[config.mk]
export PLATFORM = sky130hd
export DESIGN_NAME = adcc_top
export DESIGN_NICKNAME = d
export VERILOG_FILES = /design/src/verilog/adcc_pkg.sv /design/src/verilog/adcc_clk_if.sv /design/src/verilog/adcc_clkdiv.sv /design/src/verilog/adcc_pinctl.sv /design/src/verilog/adcc_top.sv
export SDC_FILE = /design/constraint.sdc
export NUM_CORES = 1
export LEC_CHECK = 0
export BUFFER_PORTS_ARGS = -buffer_cell sky130_fd_sc_hd__buf_2
export CORE_UTILIZATION = 57
export DETAILED_ROUTE_END_ITERATION = 12
export HOLD_SLACK_MARGIN = 0.08
export PLACE_DENSITY = 0.93
export SLEW_MARGIN = 10
export SYNTH_ARGS = -nofsm -noshare
export SYNTH_HDL_FRONTEND = slang
export SYNTH_SLANG_ARGS = --single-unit
[constraint.sdc]
create_clock -name pclk -period 7.96 [get_ports pclk]
set_input_delay 0 -clock pclk [delete_from_list [all_inputs] [get_ports pclk]]
set_output_delay 0 -clock pclk [all_outputs]
set_load 0.02 [all_outputs]
[src/verilog/adcc_pkg.sv]
// register map, field layout and reset values of the converter control block
// assumes a 32-bit apb slave with one aligned word per register
package adcc_pkg;

	// ==========================================================
	// register byte offsets
	localparam logic [7:0] OFF_RESULT_HIGH  = 8'h00;
	localparam logic [7:0] OFF_RESULT_LOW   = 8'h04;
	localparam logic [7:0] OFF_CMP_HIGH     = 8'h08;
	localparam logic [7:0] OFF_CMP_LOW      = 8'h0c;
	localparam logic [7:0] OFF_CONFIG       = 8'h10;
	localparam logic [7:0] OFF_PIN_SELECT   = 8'h14;
	localparam logic [7:0] OFF_CMP_CONTROL  = 8'h18;
	localparam logic [7:0] OFF_STATUS_ONE   = 8'h1c;

	// ==========================================================
	// converter_config fields
	localparam int CFG_LOW_POWER_BIT   = 7;
	localparam int CFG_DIV_LSB         = 5;
	localparam int CFG_LONG_SAMPLE_BIT = 4;
	localparam int CFG_MODE_LSB        = 2;
	localparam int CFG_CLK_SEL_LSB     = 0;

	// compare control and status fields
	localparam int CMP_ENABLE_BIT      = 5;
	localparam int CMP_DIRECTION_BIT   = 4;
	localparam int STATUS_DONE_BIT     = 7;

	// ==========================================================
	// encodings
	localparam logic [1:0] MODE_8BIT   = 2'h0;
	localparam logic [1:0] MODE_12BIT  = 2'h1;
	localparam logic [1:0] MODE_10BIT  = 2'h2;

	localparam logic [1:0] CLK_BUS     = 2'h0;
	localparam logic [1:0] CLK_BUS_DIV2 = 2'h1;
	localparam logic [1:0] CLK_ALT     = 2'h2;
	localparam logic [1:0] CLK_ASYNC   = 2'h3;

	// ==========================================================
	// reset values
	localparam logic [7:0] RESET_BYTE  = 8'h00;
	localparam logic [11:0] RESET_RESULT = 12'h000;

endpackage : adcc_pkg

[src/verilog/adcc_clk_if.sv]
// clock source and divide selection passed from the control core to the divider
// assumes both ends run on pclk
`timescale 1ns/1ps
interface adcc_clk_if;
	logic [1:0] clk_sel;
	logic [1:0] div_sel;
	logic       conv_clk_en;

	modport ctl (output clk_sel, output div_sel, input conv_clk_en);
	modport gen (input clk_sel, input div_sel, output conv_clk_en);
endinterface : adcc_clk_if

[src/verilog/adcc_clkdiv.sv]
// converter clock enable: source select then divide by 1, 2, 4 or 8
// assumes alternate and internal clocks are slow pins sampled on pclk
`timescale 1ns/1ps
module adcc_clkdiv (
	// clock and reset
	input  wire logic pclk,
	input  wire logic presetn,
	// external clock pins
	input  wire logic alternate_clock,
	input  wire logic internal_async_clock,
	// selection and enable out
	adcc_clk_if.gen   sel
);
	// ==========================================================
	// pin synchronisers and edge detect
	logic [1:0] alt_sync_reg;
	logic [1:0] async_sync_reg;
	logic       alt_prev_reg;
	logic       async_prev_reg;
	logic       half_reg;
	logic [2:0] count_reg;
	logic       src_en;
	logic [2:0] terminal;

	always_ff @(posedge pclk or negedge presetn) begin
		if (!presetn) begin
			alt_sync_reg   <= 2'h0;
			async_sync_reg <= 2'h0;
			alt_prev_reg   <= 1'b0;
			async_prev_reg <= 1'b0;
		end else begin
			alt_sync_reg   <= {alt_sync_reg[0], alternate_clock};
			async_sync_reg <= {async_sync_reg[0], internal_async_clock};
			alt_prev_reg   <= alt_sync_reg[1];
			async_prev_reg <= async_sync_reg[1];
		end
	end

	always_ff @(posedge pclk or negedge presetn) begin
		if (!presetn) begin
			half_reg <= 1'b0;
		end else begin
			half_reg <= ~half_reg;
		end
	end

	// ==========================================================
	// source select
	always_comb begin
		unique case (sel.clk_sel)
			adcc_pkg::CLK_BUS:      src_en = 1'b1;
			adcc_pkg::CLK_BUS_DIV2: src_en = half_reg;
			adcc_pkg::CLK_ALT:      src_en = alt_sync_reg[1] & ~alt_prev_reg;
			adcc_pkg::CLK_ASYNC:    src_en = async_sync_reg[1] & ~async_prev_reg;
		endcase
	end

	// ==========================================================
	// divider
	assign terminal = 3'(({2'h0, 1'b1} << sel.div_sel) - 3'h1);

	always_ff @(posedge pclk or negedge presetn) begin
		if (!presetn) begin
			count_reg <= 3'h0;
		end else if (src_en) begin
			count_reg <= (count_reg >= terminal) ? 3'h0 : count_reg + 3'h1;
		end
	end

	assign sel.conv_clk_en = src_en & (count_reg >= terminal);

endmodule : adcc_clkdiv

[src/verilog/adcc_pinctl.sv]
// per-channel pad gating for channels 0 to 7
// assumes pad inputs are asynchronous pins
`timescale 1ns/1ps
module adcc_pinctl #(
	parameter int CHANNELS = 8
) (
	// clock and reset
	input  wire logic                pclk,
	input  wire logic                presetn,
	// control
	input  wire logic [CHANNELS-1:0] pin_disable,
	// port side requests
	input  wire logic [CHANNELS-1:0] pad_in,
	input  wire logic [CHANNELS-1:0] port_out_en_req,
	input  wire logic [CHANNELS-1:0] port_pull_req,
	// gated pad controls
	output logic      [CHANNELS-1:0] pad_oe,
	output logic      [CHANNELS-1:0] pull_en,
	output logic      [CHANNELS-1:0] port_read_data
);
	genvar ch;
	generate
		for (ch = 0; ch < CHANNELS; ch++) begin : g_ch
			logic [1:0] sync_reg;
			logic       read_reg;

			always_ff @(posedge pclk or negedge presetn) begin
				if (!presetn) begin
					sync_reg <= 2'h0;
					read_reg <= 1'b0;
				end else begin
					sync_reg <= {sync_reg[0], pad_in[ch]};
					read_reg <= sync_reg[1] & ~pin_disable[ch];
				end
			end

			assign pad_oe[ch]         = port_out_en_req[ch] & ~pin_disable[ch];
			assign pull_en[ch]        = port_pull_req[ch] & ~pin_disable[ch];
			assign port_read_data[ch] = read_reg;
		end
	endgenerate

endmodule : adcc_pinctl

[src/verilog/adcc_top.sv]
// result, compare, configuration and pin control registers of the converter
// assumes an apb master on pclk and a converter core that pulses conv_done on pclk
//
// Functional notes
// - 12-bit: high register shows upper four bits, low the lower eight.
// - 10-bit: high register shows two bits; bits 11 and 10 read zero.
// - 8-bit: bits 11 to 8 read zero; all eight bits in low register.
// - results load on each completion outside a read block unless compare enabled and false.
// - on a compare event the stored value is result minus compare value.
// - 12/10-bit: high read blocks result transfer until low is read.
// - completion during the block is discarded.
// - 8-bit: no read interlock, results update regardless of reads.
// - 12-bit compare uses four low bits of compare high.
// - 10-bit compare uses compare bits 9 and 8.
// - 8-bit compare ignores compare high.
// - compare low always checks the lower eight result bits.
// - config bit 7 selects low power over high speed.
// - config bits 6:5 divide converter clock by 1, 2, 4 or 8.
// - config bit 4 selects long sample time.
// - config bits 3:2 select 8, 12 or 10-bit; 11 reserved.
// - config bits 1:0 pick bus, bus halved, alternate or internal clock.
// - pin select bit n removes port control from channel n pin.
// - direction set: true when result >= compare; clear: when less.
// - done flag sets per completion outside a read block, or true compare; write or low read clears.
// - set pin bit: output off, input reads zero, pullup off.
// - 10 and 8-bit results are rounded from the raw 12-bit value.
//
// The placing of the registers and the APB interface to the registers were chosen for this implementation.
`timescale 1ns/1ps
module adcc_top (
	// clock and reset
	input  wire logic        pclk,
	input  wire logic        presetn,
	// apb slave
	input  wire logic [7:0]  paddr,
	input  wire logic        psel,
	input  wire logic        penable,
	input  wire logic        pwrite,
	input  wire logic [31:0] pwdata,
	output logic      [31:0] prdata,
	output logic             pready,
	output logic             pslverr,
	// converter core
	input  wire logic        conv_done,
	input  wire logic [11:0] conv_raw,
	output logic             converter_clock_en,
	output logic             low_power_select,
	output logic             long_sample_select,
	output logic [1:0]       conversion_mode,
	output logic             conversion_done_flag,
	// clock pins
	input  wire logic        alternate_clock,
	input  wire logic        internal_async_clock,
	// analog pads, channels 0 to 7
	input  wire logic [7:0]  pad_in,
	input  wire logic [7:0]  port_out_en_req,
	input  wire logic [7:0]  port_pull_req,
	output logic      [7:0]  pad_oe,
	output logic      [7:0]  pull_en,
	output logic      [7:0]  port_read_data
);
	// ==========================================================
	// decoding helpers
	function automatic logic [11:0] mode_mask(input logic [1:0] mode);
		unique case (mode)
			adcc_pkg::MODE_12BIT: mode_mask = 12'hfff;
			adcc_pkg::MODE_10BIT: mode_mask = 12'h3ff;
			default:              mode_mask = 12'h0ff;
		endcase
	endfunction : mode_mask

	function automatic logic interlocked(input logic [1:0] mode);
		interlocked = (mode == adcc_pkg::MODE_12BIT) || (mode == adcc_pkg::MODE_10BIT);
	endfunction : interlocked

	function automatic logic is_addr(input logic [7:0] a, input logic [7:0] off);
		is_addr = (a == off);
	endfunction : is_addr

	// ==========================================================
	// registers
	logic [11:0] result_reg;
	logic [7:0]  compare_value_high_reg;
	logic [7:0]  compare_value_low_reg;
	logic [7:0]  converter_config_reg;
	logic [7:0]  analog_pin_select_ch0_7_reg;
	logic        compare_enable_reg;
	logic        compare_direction_reg;
	logic        done_flag_reg;
	logic        lock_reg;
	logic [31:0] prdata_reg;
	logic        pslverr_reg;

	// ==========================================================
	// bus decode
	logic        setup;
	logic        access;
	logic        wr;
	logic        rd;
	logic        mapped;
	logic [1:0]  mode;

	assign setup  = psel & ~penable;
	assign access = psel & penable;
	assign wr     = access & pwrite;
	assign rd     = access & ~pwrite;
	assign mode   = converter_config_reg[adcc_pkg::CFG_MODE_LSB +: 2];

	always_comb begin
		mapped = is_addr(paddr, adcc_pkg::OFF_RESULT_HIGH) ||
		         is_addr(paddr, adcc_pkg::OFF_RESULT_LOW) ||
		         is_addr(paddr, adcc_pkg::OFF_CMP_HIGH) ||
		         is_addr(paddr, adcc_pkg::OFF_CMP_LOW) ||
		         is_addr(paddr, adcc_pkg::OFF_CONFIG) ||
		         is_addr(paddr, adcc_pkg::OFF_PIN_SELECT) ||
		         is_addr(paddr, adcc_pkg::OFF_CMP_CONTROL) ||
		         is_addr(paddr, adcc_pkg::OFF_STATUS_ONE);
	end

	// zero wait states; read data is latched in the setup cycle
	assign pready  = 1'b1;
	assign prdata  = prdata_reg;
	assign pslverr = pslverr_reg & access;

	logic read_high;
	logic read_low;
	logic write_status;

	assign read_high    = rd & is_addr(paddr, adcc_pkg::OFF_RESULT_HIGH);
	assign read_low     = rd & is_addr(paddr, adcc_pkg::OFF_RESULT_LOW);
	assign write_status = wr & is_addr(paddr, adcc_pkg::OFF_STATUS_ONE);

	// ==========================================================
	// rounding of the raw result
	logic [10:0] sum10;
	logic [8:0]  sum8;
	logic [11:0] conv_value;

	assign sum10 = {1'b0, conv_raw[11:2]} + {10'h000, conv_raw[1]};
	assign sum8  = {1'b0, conv_raw[11:4]} + {8'h00, conv_raw[3]};

	always_comb begin
		unique case (mode)
			adcc_pkg::MODE_12BIT: conv_value = conv_raw;
			adcc_pkg::MODE_10BIT: conv_value = {2'h0, sum10[10] ? 10'h3ff : sum10[9:0]};
			default:              conv_value = {4'h0, sum8[8] ? 8'hff : sum8[7:0]};
		endcase
	end

	// ==========================================================
	// automatic compare
	logic [11:0] compare_value;
	logic        result_ge;
	logic        compare_true;
	logic [11:0] compare_diff;

	always_comb begin
		unique case (mode)
			adcc_pkg::MODE_12BIT:
				compare_value = {compare_value_high_reg[3:0], compare_value_low_reg};
			adcc_pkg::MODE_10BIT:
				compare_value = {2'h0, compare_value_high_reg[1:0], compare_value_low_reg};
			default:
				compare_value = {4'h0, compare_value_low_reg};
		endcase
	end

	assign result_ge    = conv_value >= compare_value;
	assign compare_true = compare_direction_reg ? result_ge : ~result_ge;
	// result plus two's complement of the compare value, then cut to the mode width
	assign compare_diff = 12'(conv_value + ~compare_value + 12'h001) & mode_mask(mode);

	// ==========================================================
	// result load and interlock
	logic accept;
	logic load_result;

	assign accept      = conv_done & ~(lock_reg & interlocked(mode));
	assign load_result = accept & (~compare_enable_reg | compare_true);

	always_ff @(posedge pclk or negedge presetn) begin
		if (!presetn) begin
			result_reg <= adcc_pkg::RESET_RESULT;
		end else if (load_result) begin
			result_reg <= compare_enable_reg ? compare_diff : (conv_value & mode_mask(mode));
		end
	end

	// in 12 and 10-bit modes a high read holds off new results until the matching low read
	always_ff @(posedge pclk or negedge presetn) begin
		if (!presetn) begin
			lock_reg <= 1'b0;
		end else if (!interlocked(mode)) begin
			lock_reg <= 1'b0;
		end else if (read_low) begin
			lock_reg <= 1'b0;
		end else if (read_high) begin
			lock_reg <= 1'b1;
		end
	end

	// set wins over a clear in the same cycle
	always_ff @(posedge pclk or negedge presetn) begin
		if (!presetn) begin
			done_flag_reg <= 1'b0;
		end else if (load_result) begin
			done_flag_reg <= 1'b1;
		end else if (write_status || read_low) begin
			done_flag_reg <= 1'b0;
		end
	end

	// ==========================================================
	// writable registers
	always_ff @(posedge pclk or negedge presetn) begin
		if (!presetn) begin
			compare_value_high_reg      <= adcc_pkg::RESET_BYTE;
			compare_value_low_reg       <= adcc_pkg::RESET_BYTE;
			converter_config_reg        <= adcc_pkg::RESET_BYTE;
			analog_pin_select_ch0_7_reg <= adcc_pkg::RESET_BYTE;
			compare_enable_reg          <= 1'b0;
			compare_direction_reg       <= 1'b0;
		end else if (wr) begin
			if (is_addr(paddr, adcc_pkg::OFF_CMP_HIGH)) begin
				compare_value_high_reg <= pwdata[7:0];
			end
			if (is_addr(paddr, adcc_pkg::OFF_CMP_LOW)) begin
				compare_value_low_reg <= pwdata[7:0];
			end
			if (is_addr(paddr, adcc_pkg::OFF_CONFIG)) begin
				converter_config_reg <= pwdata[7:0];
			end
			if (is_addr(paddr, adcc_pkg::OFF_PIN_SELECT)) begin
				analog_pin_select_ch0_7_reg <= pwdata[7:0];
			end
			if (is_addr(paddr, adcc_pkg::OFF_CMP_CONTROL)) begin
				compare_enable_reg    <= pwdata[adcc_pkg::CMP_ENABLE_BIT];
				compare_direction_reg <= pwdata[adcc_pkg::CMP_DIRECTION_BIT];
			end
		end
	end

	// ==========================================================
	// read mux, captured during setup
	logic [31:0] read_value;

	always_comb begin
		read_value = 32'h0000_0000;
		unique case (paddr)
			adcc_pkg::OFF_RESULT_HIGH: read_value[7:0] = {4'h0, result_reg[11:8]};
			adcc_pkg::OFF_RESULT_LOW:  read_value[7:0] = result_reg[7:0];
			adcc_pkg::OFF_CMP_HIGH:    read_value[7:0] = compare_value_high_reg;
			adcc_pkg::OFF_CMP_LOW:     read_value[7:0] = compare_value_low_reg;
			adcc_pkg::OFF_CONFIG:      read_value[7:0] = converter_config_reg;
			adcc_pkg::OFF_PIN_SELECT:  read_value[7:0] = analog_pin_select_ch0_7_reg;
			adcc_pkg::OFF_CMP_CONTROL: begin
				read_value[adcc_pkg::CMP_ENABLE_BIT]    = compare_enable_reg;
				read_value[adcc_pkg::CMP_DIRECTION_BIT] = compare_direction_reg;
			end
			adcc_pkg::OFF_STATUS_ONE:  read_value[adcc_pkg::STATUS_DONE_BIT] = done_flag_reg;
			default:                   read_value = 32'h0000_0000;
		endcase
	end

	always_ff @(posedge pclk or negedge presetn) begin
		if (!presetn) begin
			prdata_reg  <= 32'h0000_0000;
			pslverr_reg <= 1'b0;
		end else if (setup) begin
			prdata_reg  <= pwrite ? 32'h0000_0000 : read_value;
			pslverr_reg <= ~mapped;
		end
	end

	// ==========================================================
	// converter controls
	assign low_power_select     = converter_config_reg[adcc_pkg::CFG_LOW_POWER_BIT];
	assign long_sample_select   = converter_config_reg[adcc_pkg::CFG_LONG_SAMPLE_BIT];
	assign conversion_mode      = mode;
	assign conversion_done_flag = done_flag_reg;

	adcc_clk_if clk_bus ();

	assign clk_bus.clk_sel  = converter_config_reg[adcc_pkg::CFG_CLK_SEL_LSB +: 2];
	assign clk_bus.div_sel  = converter_config_reg[adcc_pkg::CFG_DIV_LSB +: 2];
	assign converter_clock_en = clk_bus.conv_clk_en;

	adcc_clkdiv u_clkdiv (
		.pclk                 (pclk),
		.presetn              (presetn),
		.alternate_clock      (alternate_clock),
		.internal_async_clock (internal_async_clock),
		.sel                  (clk_bus.gen)
	);

	adcc_pinctl #(
		.CHANNELS (8)
	) u_pinctl (
		.pclk            (pclk),
		.presetn         (presetn),
		.pin_disable     (analog_pin_select_ch0_7_reg),
		.pad_in          (pad_in),
		.port_out_en_req (port_out_en_req),
		.port_pull_req   (port_pull_req),
		.pad_oe          (pad_oe),
		.pull_en         (pull_en),
		.port_read_data  (port_read_data)
	);

endmodule : adcc_top

==> metrics.txt, run 1 <==
clock latency reported for the late side of the worst-skew pair 0.37 ns; initial antenna violation count 0; top-count cell post-synth sky130_fd_sc_hd__dfrtp_1; number of max-slew violations in the final report 0; area leader, netlist sky130_fd_sc_hd__dfrtp_1; post-synthesis share of cell area spent on xor and xnor gates 0.0258; fraction of the yosys area taken by sequential cells 0.420; Synth Warn # 0; transition time at the pin with the least slew margin 1.11 ns; average wire per cell in the routed design 18.1 µm; fill cell total of the finished layout 669; min Tclk post-route 4.86 ns; routability-driven placement congestion ratio 0.899; share of synthesized registers carrying an async set or reset 1.00; final-stage net count 743; worst-case clock skew 0.0116 ns; buffers added on ports 98; leakage power summed over all cells 3.01 nW; main flop type after synthesis sky130_fd_sc_hd__dfrtp_1; layout overhead on the synthesized area 15.7%; main combinational cell family by area after synthesis multiplexers; flip-flop and latch count after synthesis 91; die extent in x 99.6 µm; cell chosen for the clock root sky130_fd_sc_hd__clkbuf_8; Inserted Clock Buffers 9; diode insertion count for antenna repair 0; Post-synth EDFFs 0; Final Non-Filler Cells 768; clock tree sinks 91; Min-Delay Path Class in -> reg; CTS tree done; number of global-route vias before repair 4,422; initial cell density of the core 0.587; area of the die 9910 µm²; number of distinct library cells after synthesis 54; number of buffers on the longest clock path 2; remaining global-route overflow 0; Hold WS 0.133 ns; sum of negative setup slack 0 ns; core outline area 9240 µm²; period utilization 0.611; Boundary Pins 148; level count of the clock H-tree 3; mux share of post-synthesis cell area 0.146; proportion of netlist area held by the largest area contributor 0.420; first-iteration detailed-routing DRC count 243; unrepaired setup endpoints after global routing no; die extent in y 99.6 µm; critical path capture point type flop; setup repair bufs after CTS 0; Slowest cell on crit path sky130_fd_sc_hd__o221ai_2; biggest cell delay along the critical path 0.85 ns; critical path class reg -> reg; count of final hold-check violations 0; Post-Synthesis Cells 534; area fraction in and, or, nand and nor cells after synthesis 0.135; maximum number of pins on one net before global-route repair 92; combined flip-flop and latch cell area 2280 µm²; Syn Area/Cell 10.2 µm²; Post-synth top cells 91 x sky130_fd_sc_hd__dfrtp_1, 44 x sky130_fd_sc_hd__nand2_1, 41 x sky130_fd_sc_hd__o21ai_0; DPL Wire Length 9200 µm; number of core rows 35; count of max-cap constraint violations 0; total vias in the final route 4,454; first-pass GRT wire length 22,000 µm; Max rail drop VDD 172 µV; total placed cells including tap cells 730; data arrival time of the worst path 5.12 ns; post-synthesis cell area 5430 µm²; nature of the critical path startpoint flop; worst endpoint required time 8.21 ns; drc violations 0; max frequency 0.206 GHz; number of vias per cell after detailed routing 5.80; CP Max Fanout 20; number of iterations in the first detailed-routing pass 5; Setup-failing EPs final 0; clock transition at the registers of the reported paths 0.09 ns; synthesized-area fraction occupied by adder cells 0.0590; share of the synthesized area in compound gates (AO/OA/AOI/OAI) 0.134; footprint of the multi-input gates 2810 µm²; critical path cell sequence inv_1, ha_1, nand2b_1, o21ai_0, a21oi_1, ha_1, inv_1, fa_1, a21o_1, a21oi_1, a211oi_1, a211oi_2, xor2_1, o221ai_2, mux2_2; WL final 13,900 µm; power per unit of standard cell area 163 nW/µm²; outcome completed; flip-flop count of the largest register, all copies and words added 16; Tot GR Track Use 0.288; proportion of layout cells with a drive suffix above 1 0.280; worst slew margin relative to its limit 0.257; cells taking the most area after synthesis sky130_fd_sc_hd__dfrtp_1 42%, sky130_fd_sc_hd__mux2_2 7.9%, sky130_fd_sc_hd__ha_1 5.5%; number of nets with antenna violations after detailed routing 0
## timing repair
| action | 4_1_cts | 5_1_grt |
|---|---|---|
| gates resized for setup | 0 | 0 |
| hold buffers | 22 | 0 |
| endpoints found under the setup margin | 0 | 0 |
| endpoints found under the hold margin | 143 | 0 |
## cell usage in the layout (no fill, tap or decap), types with 5 or more instances in the layout
cell type                       synthesis  final
sky130_fd_sc_hd__a21oi_1               21     21
sky130_fd_sc_hd__ha_1                  24     24
sky130_fd_sc_hd__nand2b_1               5      5
sky130_fd_sc_hd__mux2i_1               14     14
sky130_fd_sc_hd__inv_1                 20     20
sky130_fd_sc_hd__xnor2_1               13     13
sky130_fd_sc_hd__o21ai_0               41     41
sky130_fd_sc_hd__nand2_1               44     44
sky130_fd_sc_hd__a22o_1                 5      5
sky130_fd_sc_hd__nor3_1                 5      5
sky130_fd_sc_hd__conb_1                 2     25
sky130_fd_sc_hd__nand3_1               10     10
sky130_fd_sc_hd__mux2_4                 9      9
sky130_fd_sc_hd__dfrtp_1               91     91
sky130_fd_sc_hd__nand4_1                7      7
sky130_fd_sc_hd__nor2_1                26     26
sky130_fd_sc_hd__or2_2                  7      7
sky130_fd_sc_hd__buf_2                  2     97
sky130_fd_sc_hd__clkbuf_8               0      9
sky130_fd_sc_hd__dlygate4sd3_1          0     22
sky130_fd_sc_hd__a22oi_1                7      7
sky130_fd_sc_hd__a21o_1                 7      7
sky130_fd_sc_hd__mux2_2                38     38
sky130_fd_sc_hd__nor2b_1               32     32
## per-layer routing
metal | share of wire | track usage
met1 | 0.40 | 0.335
met2 | 0.51 | 0.510
met3 | 0.061 | 0.0654
met4 | 0.035 | 0.124
met5 | 0 | 0
## path summary, 6_finish.rpt
path	depth (start not counted)	startpoint	end	slack, ns
setup / recovery	15	converter_config_reg[2]$_DFFE_PN0P_	result_reg[0]$_DFFE_PN0P_	3.10
hold / removal	4	paddr[7]	pslverr_reg$_DFFE_PN0P_	0.13
setup reg to reg	15	converter_config_reg[2]$_DFFE_PN0P_	result_reg[0]$_DFFE_PN0P_	3.10
hold reg to reg	0	u_clkdiv.async_sync_reg[0]$_DFF_PN0_	u_clkdiv.async_sync_reg[1]$_DFF_PN0_	0.35
max in group asynchronous	2	presetn	compare_value_high_reg[1]$_DFFE_PN0P_	6.84
min in group asynchronous	2	presetn	compare_value_low_reg[5]$_DFFE_PN0P_	0.41
## where the power goes
part           internal [W]  total (W)  switching, W
Sequential         0.000478   0.000488    0.00000958
Clock              0.000211   0.000383      0.000171
Combinational     0.0000628   0.000153     0.0000902
Total              0.000752    0.00102      0.000271
## kinds of logic after synthesis
family,after synthesis
other,2
buffers and inverters,74
AO/OA/AOI/OAI,113
XOR/XNOR,16
adder cells (fa/ha/maj),25
AND/OR/NAND/NOR,148
multiplexers,65
flip-flops,91
## layout make-up
| class | count | share of cell area |
|---|---|---|
| multi-input combinational | 392 | 0.447 |
| sequential | 91 | 0.363 |
| timing repair buffer | 120 | 0.114 |
| tap | 129 | 0.0257 |
| clock buffer | 9 | 0.0197 |
| clock inverter | 7 | 0.0193 |
| inverter | 20 | 0.0120 |
## stage by stage
step,instance area (µm²),utilization,total power (W),worst slack (ns)
2_1_floorplan,5510,-,0.000598,4.28
3_3_place_gp,5820,0.629,0.000631,3.39
3_5_place_dp,5820,0.629,0.000636,3.25
4_1_cts,6280,0.680,0.00102,3.16
5_1_grt,6280,0.680,0.00106,2.79
6_report,6280,0.680,0.00102,3.10
## critical path, delay by kind of cell, from the launching register on
| family | cells | cell delay, ns |
|---|---|---|
| AOI/OAI and AO/OA | 7 | 1.97 |
| adders and majority gates | 3 | 1.41 |
| DFF | 1 | 0.43 |
| muxes | 1 | 0.43 |
| and+or+nand+nor | 1 | 0.24 |
| buffers and inverters | 2 | 0.15 |
| xor gates and xnor gates | 1 | 0.11 |
Note: power is estimated with default switching activity, not from simulation.
==> inputs of run 2 (changes only) <==
--- a/config.mk
+++ b/config.mk
@@ -5,11 +5,12 @@
 export SDC_FILE = /design/constraint.sdc
 export NUM_CORES = 1
 export LEC_CHECK = 0
+export ABC_AREA = 1
 export BUFFER_PORTS_ARGS = -buffer_cell sky130_fd_sc_hd__buf_2
-export CORE_UTILIZATION = 57
+export CORE_UTILIZATION = 54
 export DETAILED_ROUTE_END_ITERATION = 12
 export HOLD_SLACK_MARGIN = 0.08
-export PLACE_DENSITY = 0.93
+export PLACE_DENSITY = 0.88
 export SLEW_MARGIN = 10
 export SYNTH_ARGS = -nofsm -noshare
 export SYNTH_HDL_FRONTEND = slang
==> constraint.sdc (replaced) <==
create_clock -name pclk -period 4.85 [get_ports pclk]
set_input_delay 0 -clock pclk [delete_from_list [all_inputs] [get_ports pclk]]
set_output_delay 0 -clock pclk [all_outputs]
set_load 0.02 [all_outputs]
==> run 2 against run 1 <==
Against the previous run: register-to-register slack lost 1.8 ns; via count up 19%; utilization is 4.1 points lower; worst hold slack got worse by 0.0096 ns; sequential share of layout area shrank 1.6 points; clock skew is 0.0041 ns higher; synthesized cell count is 44% higher; area after synthesis rose by 5.0%; fmax rose by 36%; combinational power increased by 65%; critical path depth grew 3; wire length up 1.6%; largest cell class unchanged.
==> metrics.txt, run 2 <==
clock tree sinks 91 (unchanged); leakage power summed over all cells 3.57 nW (was 3.01 nW); die extent in y 105 µm (was 99.6 µm); top-count cell post-synth sky130_fd_sc_hd__nand2_1 (was sky130_fd_sc_hd__dfrtp_1); number of buffers on the longest clock path 2 (unchanged); total met3 wirelength after detailed routing 882 µm (was 849 µm); data arrival time of the worst path 3.84 ns (was 5.12 ns); main flop type after synthesis sky130_fd_sc_hd__dfrtp_1 (unchanged); drc violations 0 (unchanged); total vias in the final route 5,302 (was 4,454); number of distinct library cells after synthesis 47 (was 54); proportion of netlist area held by the largest area contributor 0.400 (was 0.420); worst endpoint required time 5.11 ns (was 8.21 ns); core outline area 10,300 µm² (was 9240 µm²); total routed wire length on the met1 layer 5840 µm (was 5500 µm); highest metal layer with signal wires met4 (unchanged); layout overhead on the synthesized area 15.2% (was 15.7%); share of synthesized registers carrying an async set or reset 1.00 (unchanged); buffers added on ports 98 (unchanged); average wire per cell in the routed design 13.8 µm (was 18.1 µm); clock latency reported for the late side of the worst-skew pair 0.37 ns (about the same); Setup-failing EPs final 0 (unchanged); worst-case clock skew 0.0157 ns (was 0.0116 ns); worst slew margin relative to its limit 0.396 (was 0.257); first-pass GRT wire length 23,100 µm (was 22,000 µm); fraction of the yosys area taken by sequential cells 0.400 (was 0.420); die extent in x 105 µm (was 99.6 µm); CTS tree done (unchanged); footprint of the multi-input gates 2740 µm² (was 2810 µm²); Syn Area/Cell 7.39 µm² (was 10.2 µm²); level count of the clock H-tree 3 (unchanged); transition time at the pin with the least slew margin 0.903 ns (was 1.11 ns); routability-driven placement congestion ratio 0.903 (was 0.899); outcome completed (unchanged); count of final hold-check violations 0 (unchanged); Post-Synthesis Cells 771 (was 534); Min-Delay Path Class in -> reg (unchanged); post-synthesis cell area 5700 µm² (was 5430 µm²); area of the die 11,000 µm² (was 9910 µm²); nature of the critical path startpoint flop (unchanged); maximum number of pins on one net before global-route repair 70 (was 92); clock transition at the registers of the reported paths 0.09 ns (about the same); final-stage net count 990 (was 743); count of max-cap constraint violations 0 (unchanged); sum of negative setup slack 0 ns (unchanged); setup repair bufs after CTS 0 (unchanged); Post-synth EDFFs 0 (unchanged); most common library cell in the layout ignoring fill and taps sky130_fd_sc_hd__nand2_1 (was sky130_fd_sc_hd__buf_2); combined flip-flop and latch cell area 2280 µm² (unchanged); Boundary Pins 148 (unchanged); critical path class reg -> reg (unchanged); Inserted Clock Buffers 9 (unchanged); total met2 wirelength after detailed routing 6920 µm (was 7030 µm); remaining global-route overflow 0 (unchanged); Max rail drop VDD 198 µV (was 172 µV); first-iteration detailed-routing DRC count 433 (was 243); min Tclk post-route 3.58 ns (was 4.86 ns); number of vias per cell after detailed routing 5.19 (was 5.80); fill cell total of the finished layout 899 (was 669); cells taking the most area after synthesis sky130_fd_sc_hd__dfrtp_1 40%, sky130_fd_sc_hd__nand2_1 15%, sky130_fd_sc_hd__inv_1 6.3% (was sky130_fd_sc_hd__dfrtp_1 42%, sky130_fd_sc_hd__mux2_2 7.9%, sky130_fd_sc_hd__ha_1 5.5%); total placed cells including tap cells 981 (was 730); area leader, netlist sky130_fd_sc_hd__dfrtp_1 (unchanged); most frequent cells in the layout 227 x sky130_fd_sc_hd__nand2_1, 97 x sky130_fd_sc_hd__buf_2, 96 x sky130_fd_sc_hd__inv_1, 91 x sky130_fd_sc_hd__dfrtp_1, 56 x sky130_fd_sc_hd__nor2_1 (was 97 x sky130_fd_sc_hd__buf_2, 91 x sky130_fd_sc_hd__dfrtp_1, 44 x sky130_fd_sc_hd__nand2_1, 41 x sky130_fd_sc_hd__o21ai_0, 38 x sky130_fd_sc_hd__mux2_2); flip-flop count of the largest register, all copies and words added 16 (unchanged); period utilization 0.739 (was 0.611); flip-flop and latch count after synthesis 91 (unchanged); diode insertion count for antenna repair 0 (unchanged); number of iterations in the first detailed-routing pass 5 (unchanged); proportion of layout cells with a drive suffix above 1 0.179 (was 0.280); critical path capture point type flop (unchanged); number of nets with antenna violations after detailed routing 0 (unchanged); Post-synth top cells 227 x sky130_fd_sc_hd__nand2_1, 96 x sky130_fd_sc_hd__inv_1, 91 x sky130_fd_sc_hd__dfrtp_1 (was 91 x sky130_fd_sc_hd__dfrtp_1, 44 x sky130_fd_sc_hd__nand2_1, 41 x sky130_fd_sc_hd__o21ai_0); WL final 14,100 µm (was 13,900 µm); max frequency 0.279 GHz (was 0.206 GHz); Tot GR Track Use 0.269 (was 0.288); number of max-slew violations in the final report 0 (unchanged); number of core rows 37 (was 35); DPL Wire Length 10,400 µm (was 9200 µm); number of global-route vias before repair 5,037 (was 4,422); cell chosen for the clock root sky130_fd_sc_hd__clkbuf_8 (unchanged); CP Max Fanout 16 (was 20); Synth Warn # 0 (unchanged); unrepaired setup endpoints after global routing no (unchanged); initial antenna violation count 0 (unchanged); Final Non-Filler Cells 1,022 (was 768); initial cell density of the core 0.554 (was 0.587); power per unit of standard cell area 240 nW/µm² (was 163 nW/µm²)
## run 2: changes by cell type after synthesis, sizes merged, moves of 7 or more
cell,change
clkbuf,-12
nor2,+35
nor2b,-32
inv,+88
o21ai,+28
mux2,-47
nand3,+42
nand2,+195
mux2i,-14
a21o,-7
xnor2,-9
## run 2: worst paths after layout
kind | startpoint | slack [ns] | end | depth (start not counted)
min in group asynchronous | presetn | 0.39 | u_pinctl.g_ch[3].sync_reg[1]$_DFF_PN0_ | 3
hold reg to reg | u_pinctl.g_ch[1].sync_reg[0]$_DFF_PN0_ | 0.35 | u_pinctl.g_ch[1].sync_reg[1]$_DFF_PN0_ | 0
max in group asynchronous | presetn | 3.43 | u_clkdiv.count_reg[2]$_DFFE_PN0P_ | 3
hold / removal | conv_done | 0.12 | result_reg[10]$_DFFE_PN0P_ | 4
setup / recovery | converter_config_reg[2]$_DFFE_PN0P_ | 1.27 | result_reg[7]$_DFFE_PN0P_ | 18
setup reg to reg | converter_config_reg[2]$_DFFE_PN0P_ | 1.27 | result_reg[7]$_DFFE_PN0P_ | 18
## run 2: per-layer routing
metal | vias up | global-route usage
met5 | - | 0
met4 | 0 | 0.112
met3 | 31 | 0.0524
met2 | 211 | 0.465
met1 | 2462 | 0.329
li1 | 2598 | -
## run 2: cell families after synthesis
family	after synthesis	synth area share
simple gates	373	0.281
buf+inv	160	0.135
compound gates	110	0.112
flops	91	0.400
fa+ha+maj	25	0.0562
xor+xnor	10	0.0154
other cells	2	0.00132
## run 2: repair_timing
action / in CTS / in global routing
hold buffers: 25 / 0
resized for setup: 0 / 0
setup endpoints to repair: 0 / 0
hold endpoints to repair: 74 / 0
## run 2: metrics by stage
step	hold WS (ns)	worst slack [ns]	total power, W	util	instance area (µm²)
global route	0.130	1.04	0.00165	0.639	6570
detailed placement	-0.0996	1.40	0.00104	0.594	6110
floorplan	-0.296	2.10	0.000982	-	5780
CTS	0.104	1.34	0.00158	0.639	6570
global placement	-0.0983	1.46	0.00104	0.594	6110
finish	0.123	1.27	0.00158	0.639	6570
## run 2: power breakdown
group,switching [W],internal (W)
Clock,0.000271,0.000258
Combinational,0.000165,0.0000885
Sequential,0.0000128,0.000782
Total,0.000449,0.00113
## run 2: area by class of cell
type                    count  share of cell area
clock buffers              10              0.0210
clock inverters             6              0.0107
repair buffers            124               0.114
inverters                 112              0.0642
flip-flops and latches     91               0.347
well taps                 136              0.0259
multi-input cells         543               0.417
## run 2: critical path, cell delays in order (launching register included)
cell and delay, ns:
sky130_fd_sc_hd__dfrtp_1 0.45, sky130_fd_sc_hd__inv_1 0.10, sky130_fd_sc_hd__ha_1 0.54, sky130_fd_sc_hd__inv_1 0.26, sky130_fd_sc_hd__a21oi_4 0.27, sky130_fd_sc_hd__nand3_1 0.12
sky130_fd_sc_hd__a21boi_2 0.19, sky130_fd_sc_hd__ha_1 0.38, sky130_fd_sc_hd__or2_4 0.28, sky130_fd_sc_hd__nand2_4 0.08, sky130_fd_sc_hd__nand2_2 0.05, sky130_fd_sc_hd__nand2_2 0.07
sky130_fd_sc_hd__nand3_2 0.07, sky130_fd_sc_hd__nand2_2 0.07, sky130_fd_sc_hd__nand3_2 0.11, sky130_fd_sc_hd__nand2_4 0.20, sky130_fd_sc_hd__inv_2 0.10, sky130_fd_sc_hd__nand2_1 0.09
sky130_fd_sc_hd__nand2_1 0.05
